==> src/logic/vpsc_defs.vh <==
// Offsets, field positions and reset values of the emulated PHY special control/status register
`ifndef VPSC_DEFS_VH
`define VPSC_DEFS_VH
`define VPSC_REG_OFFSET     12'h01dc
`define VPSC_REG_INDEX      5'h1f
`define VPSC_BIT_MODE2      15
`define VPSC_BIT_LOOPBACK   14
`define VPSC_BIT_MODE1      9
`define VPSC_BIT_MODE0      8
`define VPSC_BIT_COLTEST    7
`define VPSC_BIT_CLKDIR     6
`define VPSC_BIT_CLKSTR     5
`define VPSC_LOOPBACK_RST   1'h0
`define VPSC_COLTEST_RST    1'h0
`define VPSC_MODE_RMII_MAC  3'h2
`define VPSC_MODE_RMII_PHY  3'h3
`define VPSC_STRAP_LOAD_CNT 2'h2
`define VPSC_STRAP_DONE_CNT 2'h3
`endif

==> src/logic/vpsc_sync2.v <==
// Two-flop synchroniser for a pin level
module vpsc_sync2 (
	input  wire core_clk,
	input  wire rst_n,
	input  wire pinIn,
	output reg  syncOut
);
	reg stage1;

	always @(posedge core_clk or negedge rst_n) begin
		if (!rst_n) begin
			stage1  <= 1'b0;
			syncOut <= 1'b0;
		end else begin
			stage1  <= pinIn;
			syncOut <= stage1;
		end
	end
endmodule // vpsc_sync2

==> src/logic/vpsc_special_ctl.v <==
// Emulated PHY special control/status register with loopback, collision test and refclk controls
// What this block does
// - Loopback bit set: port MAC transmissions return to switch engine, not MII.
// - Loopback keeps working while the emulated PHY isolate bit is set.
// - Read-only mode code: bit 15 high, bits 9:8 low; 010 MAC, 011 PHY.
// - Collision test set: collision asserted whenever switch engine transmits.
// - Clock direction bit: 0 refclk pin input, 1 refclk pin driven output.
// - Clock strength bit: clear selects lower drive, set selects higher drive.
// - 32-bit word with zero upper half; 16-bit over management interface.
// - Mode, clock direction and strength reset from straps sampled at reset.
// - Clock bits reset by device emulated PHY reset, kept on soft reset.
`include "vpsc_defs.vh"
module vpsc_special_ctl (
	input  wire        core_clk,
	input  wire        rst_n,
	// System register space, word access
	input  wire        sysWrEn,
	input  wire        sysRdEn,
	input  wire [11:0] sysAddr,
	input  wire [31:0] sysWrData,
	output reg  [31:0] sysRdData,
	output reg         sysRdValid,
	// MII management access, register index
	input  wire        mgmtWrEn,
	input  wire        mgmtRdEn,
	input  wire [4:0]  mgmtRegIdx,
	input  wire [15:0] mgmtWrData,
	output reg  [15:0] mgmtRdData,
	output reg         mgmtRdValid,
	// Resets of the emulated PHY
	input  wire        phyResetReq,
	input  wire        phySoftReset,
	// Straps (pins)
	input  wire [2:0]  modeStrap,
	input  wire        clkDirStrap,
	input  wire        clkStrStrap,
	// Port datapath
	input  wire        isolateBit,
	input  wire        macTxEn,
	input  wire [1:0]  macTxData,
	input  wire        sweTxActive,
	output reg         miiTxEn,
	output reg  [1:0]  miiTxData,
	output reg         loopRxDv,
	output reg  [1:0]  loopRxData,
	output reg         fabricCol,
	// Reference clock pad controls
	output reg         refClkOe,
	output reg         refClkHighDrive
);
	wire [2:0] modeSync;
	wire       dirSync;
	wire       strSync;
	genvar     g;

	generate
		for (g = 0; g < 3; g = g + 1) begin : gModeSync
			vpsc_sync2 uModeSync (
				.core_clk (core_clk),
				.rst_n    (rst_n),
				.pinIn    (modeStrap[g]),
				.syncOut  (modeSync[g])
			);
		end
	endgenerate
	vpsc_sync2 uDirSync (
		.core_clk (core_clk),
		.rst_n    (rst_n),
		.pinIn    (clkDirStrap),
		.syncOut  (dirSync)
	);
	vpsc_sync2 uStrSync (
		.core_clk (core_clk),
		.rst_n    (rst_n),
		.pinIn    (clkStrStrap),
		.syncOut  (strSync)
	);

	reg  [2:0] modeCode;
	reg        loopback;
	reg        colTest;
	reg        clkDir;
	reg        clkStr;
	reg  [1:0] strapCnt;
	reg  [2:0] next_modeCode;
	reg        next_loopback;
	reg        next_colTest;
	reg        next_clkDir;
	reg        next_clkStr;
	wire       strapLoad = (strapCnt == `VPSC_STRAP_LOAD_CNT);
	wire       strapDone = (strapCnt == `VPSC_STRAP_DONE_CNT);

	wire sysHit  = (sysAddr == `VPSC_REG_OFFSET);
	wire mgmtHit = (mgmtRegIdx == `VPSC_REG_INDEX);
	wire wrSys   = sysWrEn && sysHit;
	wire wrMgmt  = mgmtWrEn && mgmtHit;
	wire [15:0] wrWord = wrSys ? sysWrData[15:0] : mgmtWrData;

	wire [15:0] regWord = {modeCode[2], loopback, 4'h0, modeCode[1:0],
		colTest, clkDir, clkStr, 5'h00};

	// Straps settle through the synchronisers; one capture two cycles after release
	always @(posedge core_clk or negedge rst_n) begin
		if (!rst_n) begin
			strapCnt <= 2'h0;
		end else if (!strapDone) begin
			strapCnt <= strapCnt + 2'h1;
		end
	end

	// Device reset and strap capture win over writes; mode code is never written
	always @* begin
		next_modeCode = modeCode;
		next_loopback = loopback;
		next_colTest  = colTest;
		next_clkDir   = clkDir;
		next_clkStr   = clkStr;
		if (strapLoad || phyResetReq) begin
			next_modeCode = modeSync;
			next_clkDir   = dirSync;
			next_clkStr   = strSync;
		end else if (wrSys || wrMgmt) begin
			next_clkDir = wrWord[`VPSC_BIT_CLKDIR];
			next_clkStr = wrWord[`VPSC_BIT_CLKSTR];
		end
		if (phyResetReq || phySoftReset) begin
			next_loopback = `VPSC_LOOPBACK_RST;
			next_colTest  = `VPSC_COLTEST_RST;
		end else if (wrSys || wrMgmt) begin
			next_loopback = wrWord[`VPSC_BIT_LOOPBACK];
			next_colTest  = wrWord[`VPSC_BIT_COLTEST];
		end
	end

	// Mode code reads zero until the straps are captured
	always @(posedge core_clk or negedge rst_n) begin
		if (!rst_n) begin
			modeCode <= 3'h0;
			clkDir   <= 1'b0;
			clkStr   <= 1'b0;
		end else begin
			modeCode <= next_modeCode;
			clkDir   <= next_clkDir;
			clkStr   <= next_clkStr;
		end
	end

	// Soft reset clears only the plain control bits; clock bits hold
	always @(posedge core_clk or negedge rst_n) begin
		if (!rst_n) begin
			loopback <= `VPSC_LOOPBACK_RST;
			colTest  <= `VPSC_COLTEST_RST;
		end else begin
			loopback <= next_loopback;
			colTest  <= next_colTest;
		end
	end

	// System word zero-padded above bit 15; misses still answer
	always @(posedge core_clk or negedge rst_n) begin
		if (!rst_n) begin
			sysRdData  <= 32'h0000_0000;
			sysRdValid <= 1'b0;
		end else begin
			sysRdValid <= sysRdEn;
			sysRdData  <= (sysRdEn && sysHit) ? {16'h0000, regWord} : 32'h0000_0000;
		end
	end

	// Management view is the bare 16-bit register
	always @(posedge core_clk or negedge rst_n) begin
		if (!rst_n) begin
			mgmtRdData  <= 16'h0000;
			mgmtRdValid <= 1'b0;
		end else begin
			mgmtRdValid <= mgmtRdEn;
			mgmtRdData  <= (mgmtRdEn && mgmtHit) ? regWord : 16'h0000;
		end
	end

	// Isolate blocks only the external path, never the loopback
	always @(posedge core_clk or negedge rst_n) begin
		if (!rst_n) begin
			miiTxEn   <= 1'b0;
			miiTxData <= 2'h0;
		end else begin
			miiTxEn   <= macTxEn && !loopback && !isolateBit;
			miiTxData <= (loopback || isolateBit) ? 2'h0 : macTxData;
		end
	end

	// Far loopback back into the switch engine
	always @(posedge core_clk or negedge rst_n) begin
		if (!rst_n) begin
			loopRxDv   <= 1'b0;
			loopRxData <= 2'h0;
		end else begin
			loopRxDv   <= macTxEn && loopback;
			loopRxData <= loopback ? macTxData : 2'h0;
		end
	end

	// Forced collision lasts exactly as long as the engine transmits
	always @(posedge core_clk or negedge rst_n) begin
		if (!rst_n) begin
			fabricCol <= 1'b0;
		end else begin
			fabricCol <= colTest && sweTxActive;
		end
	end

	// Pad controls lag the register by one cycle
	always @(posedge core_clk or negedge rst_n) begin
		if (!rst_n) begin
			refClkOe        <= 1'b0;
			refClkHighDrive <= 1'b0;
		end else begin
			refClkOe        <= clkDir;
			refClkHighDrive <= clkStr;
		end
	end
endmodule // vpsc_special_ctl

==> config.mk <==
export PLATFORM = sky130hd
export DESIGN_NAME = vpsc_special_ctl
export DESIGN_NICKNAME = d
export VERILOG_FILES = /design/src/logic/vpsc_sync2.v /design/src/logic/vpsc_special_ctl.v
export VERILOG_INCLUDE_DIRS = /design/src /design/src/logic
export SDC_FILE = /design/constraint.sdc
export NUM_CORES = 1
export LEC_CHECK = 0
export ABC_AREA = 1
export BUFFER_PORTS_ARGS = -buffer_cell sky130_fd_sc_hd__buf_4
export CORE_MARGIN = 3
export CORE_UTILIZATION = 40
export DETAILED_ROUTE_END_ITERATION = 6
export GPL_TIMING_DRIVEN = 0
export PLACE_DENSITY = 0.81
export SLEW_MARGIN = 25
export SYNTH_ARGS = -nofsm -noshare
export SYNTH_HDL_FRONTEND = slang
export SYNTH_SLANG_ARGS = --single-unit
==> constraint.sdc <==
create_clock -name core_clk -period 1.45 [get_ports core_clk]
set_input_delay 0.2175 -clock core_clk [delete_from_list [all_inputs] [get_ports core_clk]]
set_output_delay 0.2175 -clock core_clk [all_outputs]
set_load 0.05 [all_outputs]
# ---- After elaboration in Yosys (flattened, before gate mapping)
# Cells that the tools add are included.
dict set report totals {
  ff_bits 62
  out_inout_bits 59
}
dict set report classes {
  n_addsub 1
  eq_ne 4
  muxes 13
  n_reduce_logical 16
}
# cell count
set ops {}
lappend ops {{16-bit two-way mux} 2}
lappend ops {{15-bit two-way mux} 1}
lappend ops {{12-bit by 9-bit == test with 1-bit output, second input constant} 1}
lappend ops {{1-bit logical AND} 8}
lappend ops {{1-bit two-way mux} 8}
lappend ops {{5-bit == test, second input constant} 1}
lappend ops {{2-bit == test, second input constant} 2}
lappend ops {{1-bit logical OR} 4}
lappend ops {{2-bit two-way mux} 2}
lappend ops {{2-bit nonzero test} 2}
lappend ops {{2-bit by 1-bit adder with 2-bit output, second input constant} 1}
lappend ops {{1-bit logical NOT} 2}

# ---- Logic depth before layout (Yosys ltp)
# Gate-level depths: netlist of the first run.
dict set report logic_depth {
  ltp_word 5
  ltp_mapped 9
  ltp_nobuf 9
}

# ---- Cells and area by module
# From an unflattened synthesis of the first run, not the netlist that was laid out.
dict set report unflattened {
  cells_unflattened 188
  area_unflattened_um2 1905.6
}
# mod n_inst cells_per_inst area_each_um2 seq_area_each_um2
set modules_own_cells {}
lappend modules_own_cells {vpsc_special_ctl 1 178 1655.3 850.8}
lappend modules_own_cells {vpsc_sync2 5 2 50.0 50.0}

# ---- Worst setup path before layout of the first run
# OpenSTA, ideal clock, no wires.
dict set report synth_path {
  path_kind {reg2reg}
  startpoint {register strapCnt[0]}
  endpoint {register clkDir}
  arrival_time_ns 1.177
  slack_ns 0.157
  stages_incl_launch_ff 9
  path_buffers 0
  cell_sequence {dfrtp_1 -> inv_1 -> ha_1 -> nor2_1 -> inv_1 -> nand2_1 -> nand2_1 -> inv_1 -> nand2_1}
}
dict set report synth_between {
  elab_chain_len 3
  elab_cells_between_ends 4
}
# element line_no
set synth_rtl {}
lappend synth_rtl {{start: declaration} vpsc_special_ctl.v:84} ;# reg [1:0] strapCnt;
lappend synth_rtl {{start signal: assignment} vpsc_special_ctl.v:107} ;# strapCnt <= strapCnt + 2'h1;
lappend synth_rtl {{2-bit == test (no line) (*)} -}
lappend synth_rtl {{1-bit logical OR (*)} vpsc_special_ctl.v:118} ;# if (strapLoad || phyResetReq) begin
lappend synth_rtl {{1-bit two-way mux or 2-bit nonzero test (tied branches)} -}
lappend synth_rtl {{end signal: assignment} vpsc_special_ctl.v:143} ;# clkDir <= next_clkDir;
lappend synth_rtl {{end: declaration} vpsc_special_ctl.v:82} ;# reg clkDir;
# Every way passes the cells marked *; elsewhere a longest branch is shown, timed or not.
# A chain may end at the register's enable or synchronous reset.

# ---- Worst setup path in the final report of the first run
# Same ends and word-level chain as after synthesis.

==> key figures, run 1 <==
Yosys
  • Yosys top cell area share: 0.589
  • Top cells by area, synth: dfrtp_1 (59%), buf_4 (14%), nand2_1 (6.6%)
  • Avg Cell Area, Syn: 9.95 um^2
  • Synth Flop Type: dfrtp_1
  • Mapped cell area: 1870 um^2
  • #FFs+latches synth: 44
  • Most frequent cell after synthesis: dfrtp_1
  • Cells after Synth: 188
  • Synth async-reset ratio: 1.00
  • Post-synth cell types: 17
  • Most area-hungry cell type in the Yosys netlist: dfrtp_1
  • Number of synthesized flops with an enable pin: 0
  • List of most frequent post-synthesis cells: dfrtp_1 (44), buf_4 (34), nand2_1 (33), inv_1 (26), nor2_1 (20)
  • YS warnings: 0
  • Sequential element share of the synthesized area: 0.589

Power
  • Combinational Power Share: 0.192
  • Switching part of the total: 0.283
  • Peak supply drop: 0.622 mV
  • Leak: between 1.5 and 2 nW
  • Switch Pwr: between 0.7 and 0.8 mW
  • Pwr/cell area: just over 1000 nW/um^2
  • Clock share of power: 0.340
  • Register share of total power: 0.468
  • Int Pwr: 1.96 mW

Setup path
  • CP max-delay cell: dfrtp_1
  • CP delay by family, top: flip-flops
  • Critical path arrival: 1.49 ns
  • Crit path cell chain: inv_1 > ha_1 > nor2_4 > inv_2 > nand2_1 > nand2_1 > inv_1 > nand2_1
  • Type of the worst setup path: reg -> reg
  • Max Fanout on Critical Path: 8
  • Critical path endpoint category: register
  • Most frequent CP cell: nand2_1
  • Worst EP required: 1.64 ns
  • CP peak stage delay: roughly 0.40 ns
  • CP Buf/Inv Count: 3
  • Setup crit start kind: register

Die
  • Core area: 4440 um^2
  • IO Count: around 140
  • Rows: 24
  • Initial Utilization: 0.421
  • Die height: 74.4 um
  • Die footprint: about 5500 um^2
  • Die width: ~74 um

STA
  • Max-slew violation count: 0
  • Final Cycle Share: 0.891
  • Slew margin rel.: 0.655
  • Worst Skew: between 0.005 and 0.006 ns
  • Final hold vios: 0
  • Worst-Margin Slew: 0.518 ns
  • Final TNS setup: 0 ns
  • Max Clk Rate: 774 MHz
  • Tmin final: 1.29 ns
  • Final setup vio count: 0
  • Hold WS: 0.0248 ns
  • RSZ-0062 raised after global routing: no

Clock tree
  • H-tree Lvls: 2
  • Root buf cell: clkbuf_8
  • Clk sinks: 44
  • TritonCTS Buffers: 5
  • Clock Latency Late Sink: around 0.3 ns
  • Clk slew on worst S/H paths: 0.08 ns
  • CTS tree: done
  • Max Buffers Root-to-Sink: 2

GRT
  • Grt total ovfl: 0
  • Largest net degree at the start of global routing: 45
  • First-pass GRT wire length: 5640 um
  • Initial antenna violation count: 0
  • Vias in the first global route: approximately 1.3k
  • GR Util All Layers: 0.133

Detailed routing
  • Drt drc: 0
  • DR vias: 1,378
  • Wire length per cell: 9.82 um
  • DRT antenna net count: 0
  • Vias per cell: ~4
  • 1st-iter DRT viols: 81
  • DR pass1 iterations: 4
  • Post-Route WL: 3430 um

Worst hold path
  • Worst min-delay path class: in -> reg

Place
  • Port buffer count: 67
  • Hpwl dp: 2720 um
  • Placer Congestion: 0.734
  • Dpl cell area: 2560 um^2

Layout
  • Synth-to-Final Area Change: 44.1%
  • N_diodes: 0
  • Fraction of layout cells with a size suffix above 1: 0.407
  • Final non-filler cell area: 2700 um^2
  • NumNets Final: 381

Outcome
  • Status: finished clean

Flow run
  • Max-Cap Viols: 0
## final timing paths
check / startpoint / end / slack (ns) / depth (start not counted)
setup / recovery: strapCnt[0] / clkDir / 0.16 / 8
max in group asynchronous: rst_n / colTest / 0.66 / 2
hold reg to reg: uDirSync.stage1 / uDirSync.syncOut / 0.35 / 0
setup reg to reg: strapCnt[0] / clkDir / 0.16 / 8
hold / removal: clkDirStrap / uDirSync.stage1 / 0.02 / 1
min in group asynchronous: rst_n / modeCode[2] / 0.43 / 2
## stage by stage
| step | power, mW | cells | worst slack, ns | util |
|---|---|---|---|---|
| 3_5_place_dp | 1.83 | 340 | -0.0409 | 0.577 |
| 6_report | 2.74 | 349 | 0.159 | 0.606 |
| 3_3_place_gp | 1.82 | 340 | 0.0257 | 0.577 |
| 2_1_floorplan | 1.68 | 221 | 0.157 | - |
| 5_1_grt | 2.86 | 349 | 0.0398 | 0.606 |
| 4_1_cts | 2.77 | 349 | 0.0585 | 0.605 |
## registers in the layout, summed over array words and instances, names as in the netlist, 2 cells and up
register                     cells
sysRdData                        7
strapCnt                         2
miiTxData                        2
mgmtRdData                       7
modeCode                         3
gModeSync.uModeSync.stage1       3
gModeSync.uModeSync.syncOut      3
loopRxData                       2
## cell usage in the layout (no fill, tap or decap), types with 3 or more instances in the layout
cell type  Yosys  layout
buf_4         34     101
clkbuf_8       0       5
conb_1         1      34
dfrtp_1       44      44
inv_1         26      25
nand2_1       33      33
nand3_1        4       4
nand4_1        7       7
nor2_1        20      19
nor2_4         2       3
o21ai_0        6       6
## worst register-to-register path, stage by stage, from the launching register on
cell and delay, ns:
dfrtp_1 0.40, inv_1 0.06, ha_1 0.24, nor2_4 0.19
inv_2 0.10, nand2_1 0.07, nand2_1 0.05, inv_1 0.05
nand2_1 0.04
## layer usage
layer / share of wire / global-route usage / vias to the layer above
li1: - / - / 715
met1: 0.36 / 0.142 / 589
met2: 0.52 / 0.239 / 67
met3: 0.099 / 0.0432 / 7
met4: 0.020 / 0.0593 / 0
met5: 0 / 0 / -
## kinds of logic after synthesis
family	share of synthesized area
adders and majority gates	0.0134
other	0.00200
and+or+nand+nor	0.182
DFF	0.589
xor gates and xnor gates	0.00468
AOI/OAI and AO/OA	0.0207
buffers and inverters	0.189
## layout make-up
| type | instances | area [um^2] |
|---|---|---|
| fill | 356 | 1750 |
| sequential | 44 | 1100 |
| multi-input combinational | 117 | 548 |
| timing repair buffer | 68 | 513 |
| buffer | 34 | 255 |
| inverter | 26 | 97.6 |
| clock buffer | 5 | 68.8 |
| tap | 52 | 65.1 |
| clock inverter | 3 | 46.3 |
## repair_timing
| item | in CTS | in global routing |
|---|---|---|
| endpoints found under the setup margin | 3 | 5 |
| hold buffers | 1 | 0 |
| endpoints found under the hold margin | 44 | 0 |
| setup buffers | 0 | 0 |
| resized for setup | 1 | 2 |
## power groups by stage
| stage | combinational, mW | clock, mW | sequential, mW |
|---|---|---|---|
| global route | 0.567 | 1.01 | 1.29 |
| finish | 0.526 | 0.931 | 1.28 |
| CTS | 0.524 | 0.962 | 1.28 |
| floorplan | 0.320 | 0 | 1.35 |
| global placement | 0.513 | 0 | 1.30 |
| detailed placement | 0.520 | 0 | 1.31 |
Note: power is estimated with default switching activity, not from simulation.
==> run 2, diff against run 1 <==
--- a/config.mk
+++ b/config.mk
@@ -8,7 +8,7 @@
 export LEC_CHECK = 0
 export ABC_AREA = 1
 export BUFFER_PORTS_ARGS = -buffer_cell sky130_fd_sc_hd__buf_4
-export CORE_MARGIN = 3
+export CORE_MARGIN = 10
 export CORE_UTILIZATION = 40
 export DETAILED_ROUTE_END_ITERATION = 6
 export GPL_TIMING_DRIVEN = 0
==> key figures, run 2 (synthesis gave the netlist of run 1 again) <==
Layout
  • Post-Layout Cell Count: 349 (unchanged)
  • Final non-filler cell area: 2700 um^2 (unchanged)
  • Synth-to-Final Area Change: 44.1% (unchanged)
  • Fin util: 0.606 (unchanged)
  • N_diodes: 0 (unchanged)
  • Commonest non-fill, non-tap cell in the layout: buf_4
  • Fraction of layout cells with a size suffix above 1: 0.407 (unchanged)
  • NumNets Final: 381 (unchanged)
  • Most frequent cells in the layout: buf_4 (101), dfrtp_1 (44), conb_1 (34)
  • Biggest regs: mgmtRdData: 7 flops, sysRdData: 7 flops

Clock tree
  • Root buf cell: clkbuf_8
  • H-tree Lvls: 2 (unchanged)
  • Clk slew on worst S/H paths: 0.08 ns (about the same)
  • Clk sinks: 44 (unchanged)
  • CTS tree: done
  • Clock Latency Late Sink: 0.29 ns (about the same)
  • TritonCTS Buffers: 5 (unchanged)
  • Setup bufs post-CTS: 0 (unchanged)
  • Max Buffers Root-to-Sink: 2 (unchanged)

Place
  • Placer Congestion: 0.763 (+3.9%)
  • Worst slack at placement: -0.0581 ns (-0.0172 ns)
  • Port buffer count: 67 (unchanged)
  • Dpl cell area: 2560 um^2 (unchanged)
  • Post-Place Cells: 340 (unchanged)
  • Hpwl dp: 3460 um (+27%)

STA
  • Final TNS setup: 0 ns (unchanged)
  • Tmin final: 1.25 ns (-0.0433 ns)
  • Final setup vio count: 0 (unchanged)
  • Max Clk Rate: 801 MHz (+3.5%)
  • Final worst slack: 0.202 ns (+0.0433 ns)
  • Worst Skew: 0.00425 ns (-0.00139 ns)
  • Max-slew violation count: 0 (unchanged)
  • Final hold vios: 0 (unchanged)
  • Final Cycle Share: 0.861 (-0.0299)
  • Slew margin rel.: 0.659 (+0.00431)
  • RSZ-0062 raised after global routing: no
  • Worst-Margin Slew: 0.512 ns (-0.00646 ns)

Die
  • IO Count: 142 (unchanged)
  • Initial Utilization: 0.421 (unchanged)
  • Die footprint: 7810 um^2 (+41%)
  • Rows: 24 (unchanged)
  • Die height: 88.4 um (+19%)
  • Die width: 88.4 um (+19%)
  • Core area: 4440 um^2 (unchanged)

Power
  • Pwr/cell area: 1010 nW/um^2 (-0.21%)
  • Leak: 1.60 nW (unchanged)
  • Peak supply drop: 0.372 mV (-40%)

Setup path
  • CP peak stage delay: 0.40 ns (about the same)
  • Type of the worst setup path: reg -> reg
  • Setup crit start kind: register
  • Max Fanout on Critical Path: 8 (unchanged)
  • Worst Reg-to-Reg Cells: 8 (unchanged)
  • CP Buf/Inv Count: 3 (unchanged)
  • Critical path arrival: 1.44 ns (-0.05 ns)
  • Critical path endpoint category: register
  • Reg2reg setup slack: 0.20 ns (+0.04 ns)
  • CP max-delay cell: dfrtp_1
  • Worst R2R Start: strapCnt[0]
  • Crit path cell chain: inv_1 > ha_1 > nor2_4 > inv_2 > nand2_1 > nand2_1 > inv_1 > nand2_1
  • Most frequent CP cell: nand2_1
  • CP delay by family, top: flip-flops
  • Worst EP required: 1.64 ns (about the same)
  • RR Endpoint: clkDir

GRT
  • Vias in the first global route: 1,448 (+8.1%)
  • Grt total ovfl: 0 (unchanged)
  • First-pass GRT wire length: 6350 um (+13%)
  • Initial antenna violation count: 0 (unchanged)
  • Largest net degree at the start of global routing: 45 (unchanged)
  • GR Util All Layers: 0.104 (-0.0292)

Worst hold path
  • Hold Path Cell Cnt: 1 (unchanged)
  • Worst min-delay path class: in -> reg
  • Min-delay src: clkStrStrap
  • Hold Crit Endpoint: uStrSync.stage1

Detailed routing
  • Post-Route WL: 4070 um (+19%)
  • DRT antenna net count: 0 (unchanged)
  • DR vias: 1,404 (+1.9%)
  • Wire length per cell: 11.7 um (+19%)
  • 1st-iter DRT viols: 35 (-57%)
  • DR pass1 iterations: 4 (unchanged)
  • Vias per cell: 4.02 (+1.9%)
  • Drt drc: 0 (unchanged)

Flow run
  • Max-Cap Viols: 0 (unchanged)

Outcome
  • Status: finished clean
run 2: cell counts in the layout (fill, tap and decap cells not counted):
Identical to the previous run, type by type.
run 2: worst max-delay path by stage:
stage	from	to	slack [ns]	cells past startpoint
floorplan	strapCnt[0]	clkDir	0.16	8
global placement	strapCnt[0]	clkDir	0.03	8
detailed placement	strapCnt[0]	clkDir	-0.06	8
CTS	strapCnt[0]	clkDir	0.05	8
global route	strapCnt[0]	clkDir	0.07	8
finish	strapCnt[0]	clkDir	0.20	8
run 2: what timing repair did:
action                                  4_1_cts  5_1_grt
hold buffers                                  1        0
resized for setup                             1        2
endpoints found under the setup margin        5        5
hold endpoints to repair                     44        0
run 2: cell type report:
class                           instances  area (um^2)
Buffer                                 34          255
Clock buffer                            5         68.8
Clock inverter                          3         46.3
Fill cell                             358         1750
Inverter                               26         97.6
Multi-Input combinational cell        117          548
Sequential cell                        44         1100
Tap cell                               52         65.1
Timing Repair Buffer                   68          513
run 2: through the flow:
step	hold WS (ns)	total power [mW]
floorplan	-0.0781	1.68
global placement	0.223	1.82
detailed placement	0.225	1.83
CTS	0.0137	2.76
global route	0.0161	2.84
finish	0.0253	2.73
run 2: metal layers:
layer,part of all wire,vias to the layer above,track usage
met5,0,-,0
met4,0.014,0,0.0455
met3,0.14,7,0.0643
met2,0.53,63,0.188
met1,0.32,618,0.0896
li1,-,716,-
run 2: power by group:
part	leakage, nW	switching (mW)	internal (mW)
Clock	0.0548	0.404	0.518
Combinational	0.985	0.351	0.178
Sequential	0.558	0.0144	1.27
